<file path="config.mk">
export PLATFORM = sky130hd
export DESIGN_NAME = link_control_unit
export DESIGN_NICKNAME = d
export VERILOG_FILES = /design/src/rtl/parity_gen.v /design/src/rtl/link_control_unit.v
export VERILOG_INCLUDE_DIRS = /design/src /design/src/rtl
export SDC_FILE = /design/constraint.sdc
export NUM_CORES = 1
export LEC_CHECK = 0
export BUFFER_PORTS_ARGS = -buffer_cell sky130_fd_sc_hd__buf_2
export CAP_MARGIN = 30
export CORE_MARGIN = 2
export CORE_UTILIZATION = 55
export CTS_BUF_LIST = sky130_fd_sc_hd__clkbuf_8 sky130_fd_sc_hd__clkbuf_16
export CTS_CLUSTER_DIAMETER = 120
export CTS_CLUSTER_SIZE = 28
export DETAILED_ROUTE_END_ITERATION = 8
export PLACE_DENSITY_LB_ADDON = 0.08
export SETUP_SLACK_MARGIN = 0.2
export SKIP_CTS_REPAIR_TIMING = 1
export SLEW_MARGIN = 10
export SYNTH_ARGS = -nofsm -noshare
export SYNTH_HDL_FRONTEND = slang
export SYNTH_SLANG_ARGS = --single-unit
</file>
<file path="constraint.sdc">
create_clock -name clk -period 4 [get_ports clk]
set_input_delay 0.4 -clock clk [delete_from_list [all_inputs] [get_ports clk]]
set_output_delay 0.4 -clock clk [all_outputs]
set_load 0.02 [all_outputs]
</file>
<file path="src/rtl/link_defs.vh">
// Purpose: Constants for the word link format converter.
// Assumes: 20 MHz clock, 50 ns period.
// Notes:   Times are in nanoseconds; cycle counts derive from them.
`ifndef LINK_DEFS_VH
`define LINK_DEFS_VH
`define CLK_PERIOD_NS      50
`define SWAP_DELAY_NS      4000
`define SWAP_DELAY_CYC     (`SWAP_DELAY_NS / `CLK_PERIOD_NS)
`define WORD_PERIOD_NS     8000
`define HALF_W             12
`define WORD_W             24
`define FLAG_W             6
`define FN_SEL_W           6
`define FN_LINK_SEL        6'h09
`define FLAG_WC_FAULT_BIT  5
`define IN_FLAG_W          8
`define IN_PARITY_BIT      4
`define IN_WC_FAULT_BIT    6
`define IN_OPER_BIT        7
`endif

</file>
<file path="src/rtl/parity_gen.v">
// Purpose: Even parity of a 12-bit half word.
// Assumes: Registered output, one cycle latency.
// Notes:   Shared by both directions of the converter.
`timescale 1ns/1ps
`default_nettype none
module parity_gen (
  // Clock and reset
  input  wire        clk,
  input  wire        srst,
  // Data
  input  wire [11:0] half,
  output reg         parity
);
  always @(posedge clk) begin
    if (srst) begin
      parity <= 1'b0;
    end else begin
      parity <= ^half;
    end
  end
endmodule // parity_gen
`default_nettype wire

</file>
<file path="src/rtl/link_control_unit.v">
// Purpose: Converts 24-bit acquisition words to 12-bit host words and back, with parity.
// Assumes: One clock; acquisition and host strobes are pins and are synchronised.
// Notes:   Transfer pacing follows the acquisition side strobes.
// Operation
// RL1: Capture 24-bit word, send low half first.
// RL2: Swap halves after fixed delay, send upper.
// RL3: Compare combined parity, set parity error flag.
// RL4: Assemble two host halves, generate total parity.
// RL5: Acquisition side checks stored parity on read.
// RL6: Programmed flag handshake precedes block transfer.
// RL7: Words move one at a time, acquisition-paced.
// RL8: Word-count fault flag in and out.
// RL9: Even parity per word, both directions.
// RL10: Function word renews output flags, except operational.
// RL11: Timing signal holds off host status requests.
// RL12: Half sequencing cleared at each word start.
`timescale 1ns/1ps
`default_nettype none
`include "link_defs.vh"
module link_control_unit (
  // Clock and reset
  input  wire        clk,
  input  wire        srst,
  // Acquisition side parallel word channel
  input  wire [23:0] acq_out_word,
  input  wire        acq_out_parity,
  input  wire        acq_out_strobe,
  output reg  [23:0] acq_in_word,
  output reg         acq_in_parity,
  output reg         acq_in_ready,
  input  wire        acq_in_strobe,
  // Acquisition side flags
  input  wire        acq_system_timing,
  input  wire [6:0]  acq_flag_word,
  input  wire        acq_flag_load,
  output reg  [5:0]  out_flags,
  output reg         word_count_fault_out_flag,
  output reg         link_operational_out_flag,
  // Host channel adapter side
  output reg  [11:0] host_in_data,
  output reg         host_in_valid,
  input  wire [11:0] host_out_data,
  input  wire        host_out_strobe,
  input  wire [11:0] host_function,
  input  wire        host_function_strobe,
  input  wire        host_status_req,
  output reg  [7:0]  host_status,
  output reg         host_status_valid,
  // Manual switch and flags
  input  wire        link_switch,
  output reg         input_parity_error_flag,
  output reg         word_count_fault_in_flag
);
  localparam [2:0] ST_IDLE  = 3'h0;
  localparam [2:0] ST_LOW   = 3'h1;
  localparam [2:0] ST_HIGH  = 3'h2;
  localparam [2:0] ST_CHECK = 3'h3;
  localparam [2:0] ST_ASM1  = 3'h4;
  localparam [2:0] ST_ASM2  = 3'h5;
  localparam [2:0] ST_SEND  = 3'h6;
  localparam [31:0] SWAP_CYC_FULL = `SWAP_DELAY_CYC;
  localparam [7:0]  SWAP_CYC      = SWAP_CYC_FULL[7:0];

  // Two-flop synchronisers for every pin input.
  reg  [7:0]  s1;
  reg  [7:0]  s2;
  reg  [7:0]  s3;
  wire [7:0]  pins = {link_switch, host_status_req, host_function_strobe, host_out_strobe,
                      acq_flag_load, acq_system_timing, acq_in_strobe, acq_out_strobe};
  always @(posedge clk) begin
    if (srst) begin
      s1 <= 8'h00;
      s2 <= 8'h00;
      s3 <= 8'h00;
    end else begin
      s1 <= pins;
      s2 <= s1;
      s3 <= s2;
    end
  end
  wire rise_out  = s2[0] & ~s3[0];
  wire rise_in   = s2[1] & ~s3[1];
  wire sys_on    = s2[2];
  wire rise_flag = s2[3] & ~s3[3];
  wire rise_host = s2[4] & ~s3[4];
  wire rise_fn   = s2[5] & ~s3[5];
  wire stat_req  = s2[6];
  wire oper_sw   = s2[7];

  // Data pins pass the same two stages, so each word lines up with its strobe edge.
  reg  [55:0] d1;
  reg  [55:0] d2;
  wire [55:0] dpins = {acq_out_parity, acq_out_word, host_out_data, host_function, acq_flag_word};
  always @(posedge clk) begin
    if (srst) begin
      d1 <= 56'h00000000000000;
      d2 <= 56'h00000000000000;
    end else begin
      d1 <= dpins;
      d2 <= d1;
    end
  end
  wire [6:0]  flag_word_s = d2[6:0];
  wire [11:0] function_s  = d2[18:7];
  wire [11:0] host_data_s = d2[30:19];
  wire [23:0] acq_word_s  = d2[54:31];
  wire        acq_par_s   = d2[55];

  reg  [2:0]  state;
  reg  [23:0] word_reg;
  reg         rx_parity;
  reg         upper_parity;
  reg  [7:0]  delay_cnt;
  reg  [11:0] parity_src;
  wire        half_parity;

  parity_gen u_par (
    .clk    (clk),
    .srst   (srst),
    .half   (parity_src),
    .parity (half_parity)
  );

  // The upper position feeds the parity generator, except for the low half of a joined word.
  always @* begin
    parity_src = word_reg[23:12];
    if (state == ST_HIGH) begin
      parity_src = word_reg[23:12];
    end else if (state == ST_SEND) begin
      parity_src = word_reg[11:0];
    end
  end

  always @(posedge clk) begin
    if (srst) begin
      state                   <= ST_IDLE;
      word_reg                <= 24'h000000;
      rx_parity               <= 1'b0;
      upper_parity            <= 1'b0;
      delay_cnt               <= 8'h00;
      host_in_data            <= 12'h000;
      host_in_valid           <= 1'b0;
      acq_in_word             <= 24'h000000;
      acq_in_parity           <= 1'b0;
      acq_in_ready            <= 1'b0;
      input_parity_error_flag <= 1'b0;
    end else begin
      host_in_valid <= 1'b0;
      // Flag renewal writes the parity error bit; a failed check in the same cycle overrides it below.
      if (rise_flag) begin
        input_parity_error_flag <= flag_word_s[`IN_PARITY_BIT]; // RL6
      end
      case (state)
        ST_IDLE: begin
          delay_cnt <= 8'h00; // RL12
          if (rise_out && out_flags[3]) begin
            word_reg  <= acq_word_s; // RL1
            rx_parity <= acq_par_s;
            state     <= ST_LOW;
          end else if (rise_host && out_flags[4]) begin
            word_reg[11:0] <= host_data_s; // RL4
            state          <= ST_ASM1;
          end
        end
        ST_LOW: begin
          host_in_data <= word_reg[11:0]; // RL1
          if (delay_cnt == 8'h00) begin
            host_in_valid <= 1'b1;
          end
          if (delay_cnt == 8'h02) begin
            upper_parity <= half_parity; // RL1
          end
          if (delay_cnt == SWAP_CYC - 8'h01) begin
            word_reg  <= {word_reg[11:0], word_reg[23:12]}; // RL2
            delay_cnt <= 8'h00;
            state     <= ST_HIGH;
          end else begin
            delay_cnt <= delay_cnt + 8'h01;
          end
        end
        ST_HIGH: begin
          host_in_data  <= word_reg[11:0]; // RL2
          host_in_valid <= (delay_cnt == 8'h00);
          delay_cnt     <= delay_cnt + 8'h01;
          if (delay_cnt == 8'h02) begin
            state <= ST_CHECK;
          end
        end
        ST_CHECK: begin
          // Parity generator now holds the parity of the original low half.
          if ((upper_parity ^ half_parity) != rx_parity) begin
            input_parity_error_flag <= 1'b1; // RL3 RL9
          end
          state <= ST_IDLE; // RL7
        end
        ST_ASM1: begin
          if (rise_host) begin
            word_reg <= {host_data_s, word_reg[11:0]}; // RL4
            state    <= ST_ASM2;
          end
        end
        ST_ASM2: begin
          delay_cnt <= 8'h00;
          state     <= ST_SEND;
        end
        ST_SEND: begin
          delay_cnt <= delay_cnt + 8'h01;
          if (delay_cnt == 8'h00) begin
            upper_parity <= ^word_reg[23:12];
          end
          if (delay_cnt == 8'h02) begin
            acq_in_word   <= word_reg; // RL4
            acq_in_parity <= upper_parity ^ half_parity; // RL9
            acq_in_ready  <= 1'b1;
          end
          if (acq_in_ready && rise_in) begin
            acq_in_ready <= 1'b0; // RL7
            state        <= ST_IDLE;
          end
        end
        default: begin
          state <= ST_IDLE;
        end
      endcase
    end
  end

  // Output flags renewed by a host function word addressed to the link; the operational flag follows the switch instead.
  always @(posedge clk) begin
    if (srst) begin
      out_flags                 <= 6'h00;
      word_count_fault_out_flag <= 1'b0;
      link_operational_out_flag <= 1'b0;
    end else begin
      link_operational_out_flag <= oper_sw; // RL10
      if (rise_fn && function_s[11:6] == `FN_LINK_SEL) begin
        out_flags                 <= function_s[5:0]; // RL10 RL6
        word_count_fault_out_flag <= function_s[`FLAG_WC_FAULT_BIT]; // RL8
      end
    end
  end

  // Input flags from the acquisition side and status answers to the host.
  // The other input flags are held from the last renewal, not read live from the pins.
  reg  [4:0]  held_flags;
  always @(posedge clk) begin
    if (srst) begin
      word_count_fault_in_flag <= 1'b0;
      held_flags               <= 5'h00;
      host_status              <= 8'h00;
      host_status_valid        <= 1'b0;
    end else begin
      if (rise_flag) begin
        word_count_fault_in_flag <= flag_word_s[`IN_WC_FAULT_BIT]; // RL8 RL6
        held_flags               <= {flag_word_s[5], flag_word_s[3:0]}; // RL6
      end
      host_status_valid <= 1'b0;
      if (stat_req && !sys_on && !host_status_valid) begin
        host_status <= {oper_sw, word_count_fault_in_flag, held_flags[4],
                        input_parity_error_flag, held_flags[3:0]}; // RL11
        host_status_valid <= 1'b1;
      end
    end
  end
endmodule // link_control_unit
`default_nettype wire

</file>
==> summary.md <==
The flow ran to the end, and the final reports show no timing, DRC or antenna violations. No sink is reached through more buffers than the 3 on the longest clock path. Hold is met by 0.132 ns. At the end of routability-driven placement, the weighted congestion stood at 0.807.

The final global-route overflow total came out at 0. Of all nets on the critical path, the largest fanout is 19. In this design, the stage delay of the slowest critical-path cell is 0.76 ns.

Traced cell by cell, the critical path runs through nor3b_1 -> buf_4 -> nor2_1 -> buf_4 -> nand2_1 -> a311oi_1. Dividing the detail-routed wire length by the instance count gives 13.8 µm. The tools report the detailed-placement wirelength estimate as 10,100 µm. In the final layout, the registers with the most flip-flops are d1: 56 flops, d2: 56 flops. The routed design has 14,600 µm of wire. For this run, the number of Yosys warnings is 0. Entering global routing, the biggest net connects 150 pins. The area added between synthesis and finish came out at 13.7%. The worst hold path class was in2reg. Data arrives at the worst endpoint at 2.88 ns.

Static leakage: 3.73 nW. The total iterations of the first detailed-routing run was 5. The root buffer cell chosen for the clock tree is sky130_fd_sc_hd__clkbuf_16. Summing the sequential cell areas from Yosys gives 57.8% of the chip area. After detailed routing, the number of remaining DRC violations is 0. Timing would allow up to 401 MHz. Row generation in the floorplan step produced 44 rows.

Dividing total power by cell area gives a power density of 608 mW/mm². Number of port buffers: 123. The number of nets still failing antenna checks after routing is 0. The final route contains 5,354 vias.

The initial antenna violation count was 0; the slack of the worst reg-to-reg path was 1.50 ns. The clock transition at the registers of the reported paths works out to 0.10 ns. The tools report the number of max-cap violations as 0.

In the synthesized netlist the dominant register cell turns out to be sky130_fd_sc_hd__dfxtp_1. STA puts the critical path data required time at 4.38 ns. The tools report the number of H-tree branching levels as 1. The via count of the first global-routing pass came out at 5,091. The wire length of the first global-routing pass is 24,700 µm, and the fraction of registers with async set/reset is 0%.

The logs give 0 for the total count of max-transition violations in the final report and 948 for the final net count. The headroom to the max-slew limit was 36.9%. The die span in x was 125 µm. Dividing the detail-routed via count by the number of cells gives 5.04. At the pin with the least slew margin, the transition time is 0.942 ns. Fraction of layout instances using a drive strength above 1: 20.0%. The top-level I/O count was 124; the violation count after the first detailed-routing iteration was 325. Number of flops mapped to enable cells by yosys: 0. The run gives 0 as the count of endpoints failing setup in the final report. The worst setup path is captured at a register. From bottom edge to top edge, the die measures 125 µm.

Counting distinct cell types in the post-synthesis netlist gives 46. The number of nets handed over by synthesis was 853. The starting density of the core is 56.0%. In the global route stage, overall resource usage came out at 18.7%. The number of sinks on the clock net is 233, and the final total negative setup slack is 0 ns. Leaving out filler cells and counting taps, the final layout contains 1,063. The cell that appears most often on the critical path is sky130_fd_sc_hd__buf_4. Each instance of the synthesized netlist takes up on average 10.3 µm².

At the later pin of the worst-skew pair, clock insertion delay measures 0.47 ns. The number of antenna diodes in the final layout is 0. The number of synthesized register bits is 233. TritonCTS built the clock tree. The run gives 12 as the number of buffers created by CTS. The worst setup path is launched from a register. Setup repair after global routing left no endpoint under its margin.

The number of hold-slack violations in the final timing report came out at 0. Highest-delay cell along the critical path: sky130_fd_sc_hd__dfxtp_1. In this run the standard cell core region covers 0.0144 mm². The placed cell count is 1,046. The worst path needs 2.50 ns of the cycle, external delays included. Clock skew on the completed layout was measured at 0.0257 ns.

After technology mapping, the gate count stands at 784. The full die area was 0.0157 mm²; the maximum VDD drop was 364 µV. Dividing the final minimum period by the clock period gives 62.4%. Class of the most critical setup path: reg2reg. The run gives 0.00808 mm² as the post-synth design cell area.
worst max-delay path, delay by kind of cell (launching register included):
kind / cells / cell delay, ns
flops: 1 / 0.76
simple gates: 3 / 0.81
buf+inv: 2 / 0.57
compound gates: 1 / 0.27
report_power, final:
| part | internal (W) | switching, W |
|---|---|---|
| logic | 0.000719 | 0.000790 |
| clock network | 0.000597 | 0.000700 |
| registers | 0.00253 | 0.000246 |
| total | 0.00384 | 0.00174 |
synth_stat cells (2+ instances only):
| master | count | area [µm²] |
|---|---|---|
| sky130_fd_sc_hd__inv_1 | 4 | 15.0 |
| sky130_fd_sc_hd__a21oi_1 | 28 | 140 |
| sky130_fd_sc_hd__ha_1 | 3 | 37.5 |
| sky130_fd_sc_hd__nand3_1 | 5 | 25.0 |
| sky130_fd_sc_hd__nor2_1 | 81 | 304 |
| sky130_fd_sc_hd__nor3b_1 | 3 | 22.5 |
| sky130_fd_sc_hd__nor3_1 | 2 | 10.0 |
| sky130_fd_sc_hd__clkbuf_1 | 36 | 135 |
| sky130_fd_sc_hd__nand2b_1 | 3 | 18.8 |
| sky130_fd_sc_hd__a311oi_1 | 5 | 43.8 |
| sky130_fd_sc_hd__buf_2 | 10 | 50.1 |
| sky130_fd_sc_hd__dfxtp_1 | 233 | 4660 |
| sky130_fd_sc_hd__nand2_1 | 68 | 255 |
| sky130_fd_sc_hd__o211ai_1 | 2 | 15.0 |
| sky130_fd_sc_hd__xor2_1 | 5 | 43.8 |
| sky130_fd_sc_hd__o21ai_0 | 3 | 15.0 |
| sky130_fd_sc_hd__nor4bb_1 | 2 | 20.0 |
| sky130_fd_sc_hd__nand4_1 | 2 | 12.5 |
| sky130_fd_sc_hd__or2_2 | 3 | 18.8 |
| sky130_fd_sc_hd__nor2b_1 | 139 | 870 |
| sky130_fd_sc_hd__a22oi_1 | 26 | 195 |
| sky130_fd_sc_hd__a211oi_1 | 17 | 128 |
| sky130_fd_sc_hd__a311oi_2 | 8 | 120 |
| sky130_fd_sc_hd__buf_1 | 4 | 15.0 |
| sky130_fd_sc_hd__xnor2_1 | 23 | 201 |
| sky130_fd_sc_hd__mux2i_1 | 36 | 360 |
| sky130_fd_sc_hd__a31oi_1 | 3 | 18.8 |
| sky130_fd_sc_hd__mux2_2 | 12 | 135 |
metrics by stage:
step | total power (W) | utilization, % | area [µm²] | worst slack (ns)
2_1_floorplan | 0.00399 | - | 8080 | 2.07
3_3_place_gp | 0.00426 | 60.9 | 8780 | 1.46
3_5_place_dp | 0.00432 | 60.9 | 8780 | 1.33
4_1_cts | 0.00560 | 63.3 | 9130 | 1.31
5_1_grt | 0.00591 | 63.7 | 9180 | 1.25
6_report | 0.00558 | 63.7 | 9180 | 1.50
cell families (layout without fill, tap and decap cells):
group	Yosys count	in the layout	share of synthesized area, %
AND/OR/NAND/NOR	317	317	20.2
buffers and inverters	56	151	2.90
flip-flops	233	233	57.8
multiplexers	48	48	6.13
adder cells (fa/ha/maj)	3	3	0.465
XOR/XNOR	29	29	3.32
AO/OA/AOI/OAI	98	98	9.23
layer usage:
metal / wire (µm) / global-route usage, % / vias to the layer above
li1: - / - / 2768
met3: 779 / 3.42 / 17
met2: 6280 / 28.4 / 130
met1: 7360 / 28.0 / 2439
met4: 222 / 4.18 / 0
met5: 0 / 0 / -
cells in the final DEF (no fill, tap or decap), types with 12 or more instances in the layout:
| cell | Yosys | final |
|---|---|---|
| sky130_fd_sc_hd__mux2_2 | 12 | 12 |
| sky130_fd_sc_hd__nor2_1 | 81 | 81 |
| sky130_fd_sc_hd__buf_2 | 10 | 122 |
| sky130_fd_sc_hd__dfxtp_1 | 233 | 233 |
| sky130_fd_sc_hd__a21oi_1 | 28 | 28 |
| sky130_fd_sc_hd__nor2b_1 | 139 | 139 |
| sky130_fd_sc_hd__mux2i_1 | 36 | 36 |
| sky130_fd_sc_hd__xnor2_1 | 23 | 23 |
| sky130_fd_sc_hd__nand2_1 | 68 | 68 |
| sky130_fd_sc_hd__clkbuf_16 | 0 | 13 |
| sky130_fd_sc_hd__a211oi_1 | 17 | 17 |
| sky130_fd_sc_hd__a22oi_1 | 26 | 26 |
layout make-up:
type                    instances  area (µm²)
well taps                     184         230
fillers                      1204        5240
multi-input cells             495        3190
inverters                       4        15.0
clock buffers                  13         325
flip-flops and latches        233        4660
repair buffers                133         741
clock inverters                 1        20.0
path summary, 6_finish.rpt:
path              cells past startpoint                         to                  start
setup reg to reg                      6  word_reg[14]$_SDFFE_PP0P_  state[1]$_SDFFE_PP0P_
hold reg to reg                       1          d2[31]$_SDFF_PP0_      d1[31]$_SDFF_PP0_
hold / removal                        2           s1[7]$_SDFF_PP0_            link_switch
setup / recovery                      6  word_reg[14]$_SDFFE_PP0P_  state[1]$_SDFFE_PP0P_
Power figures use the tool's default switching activity.
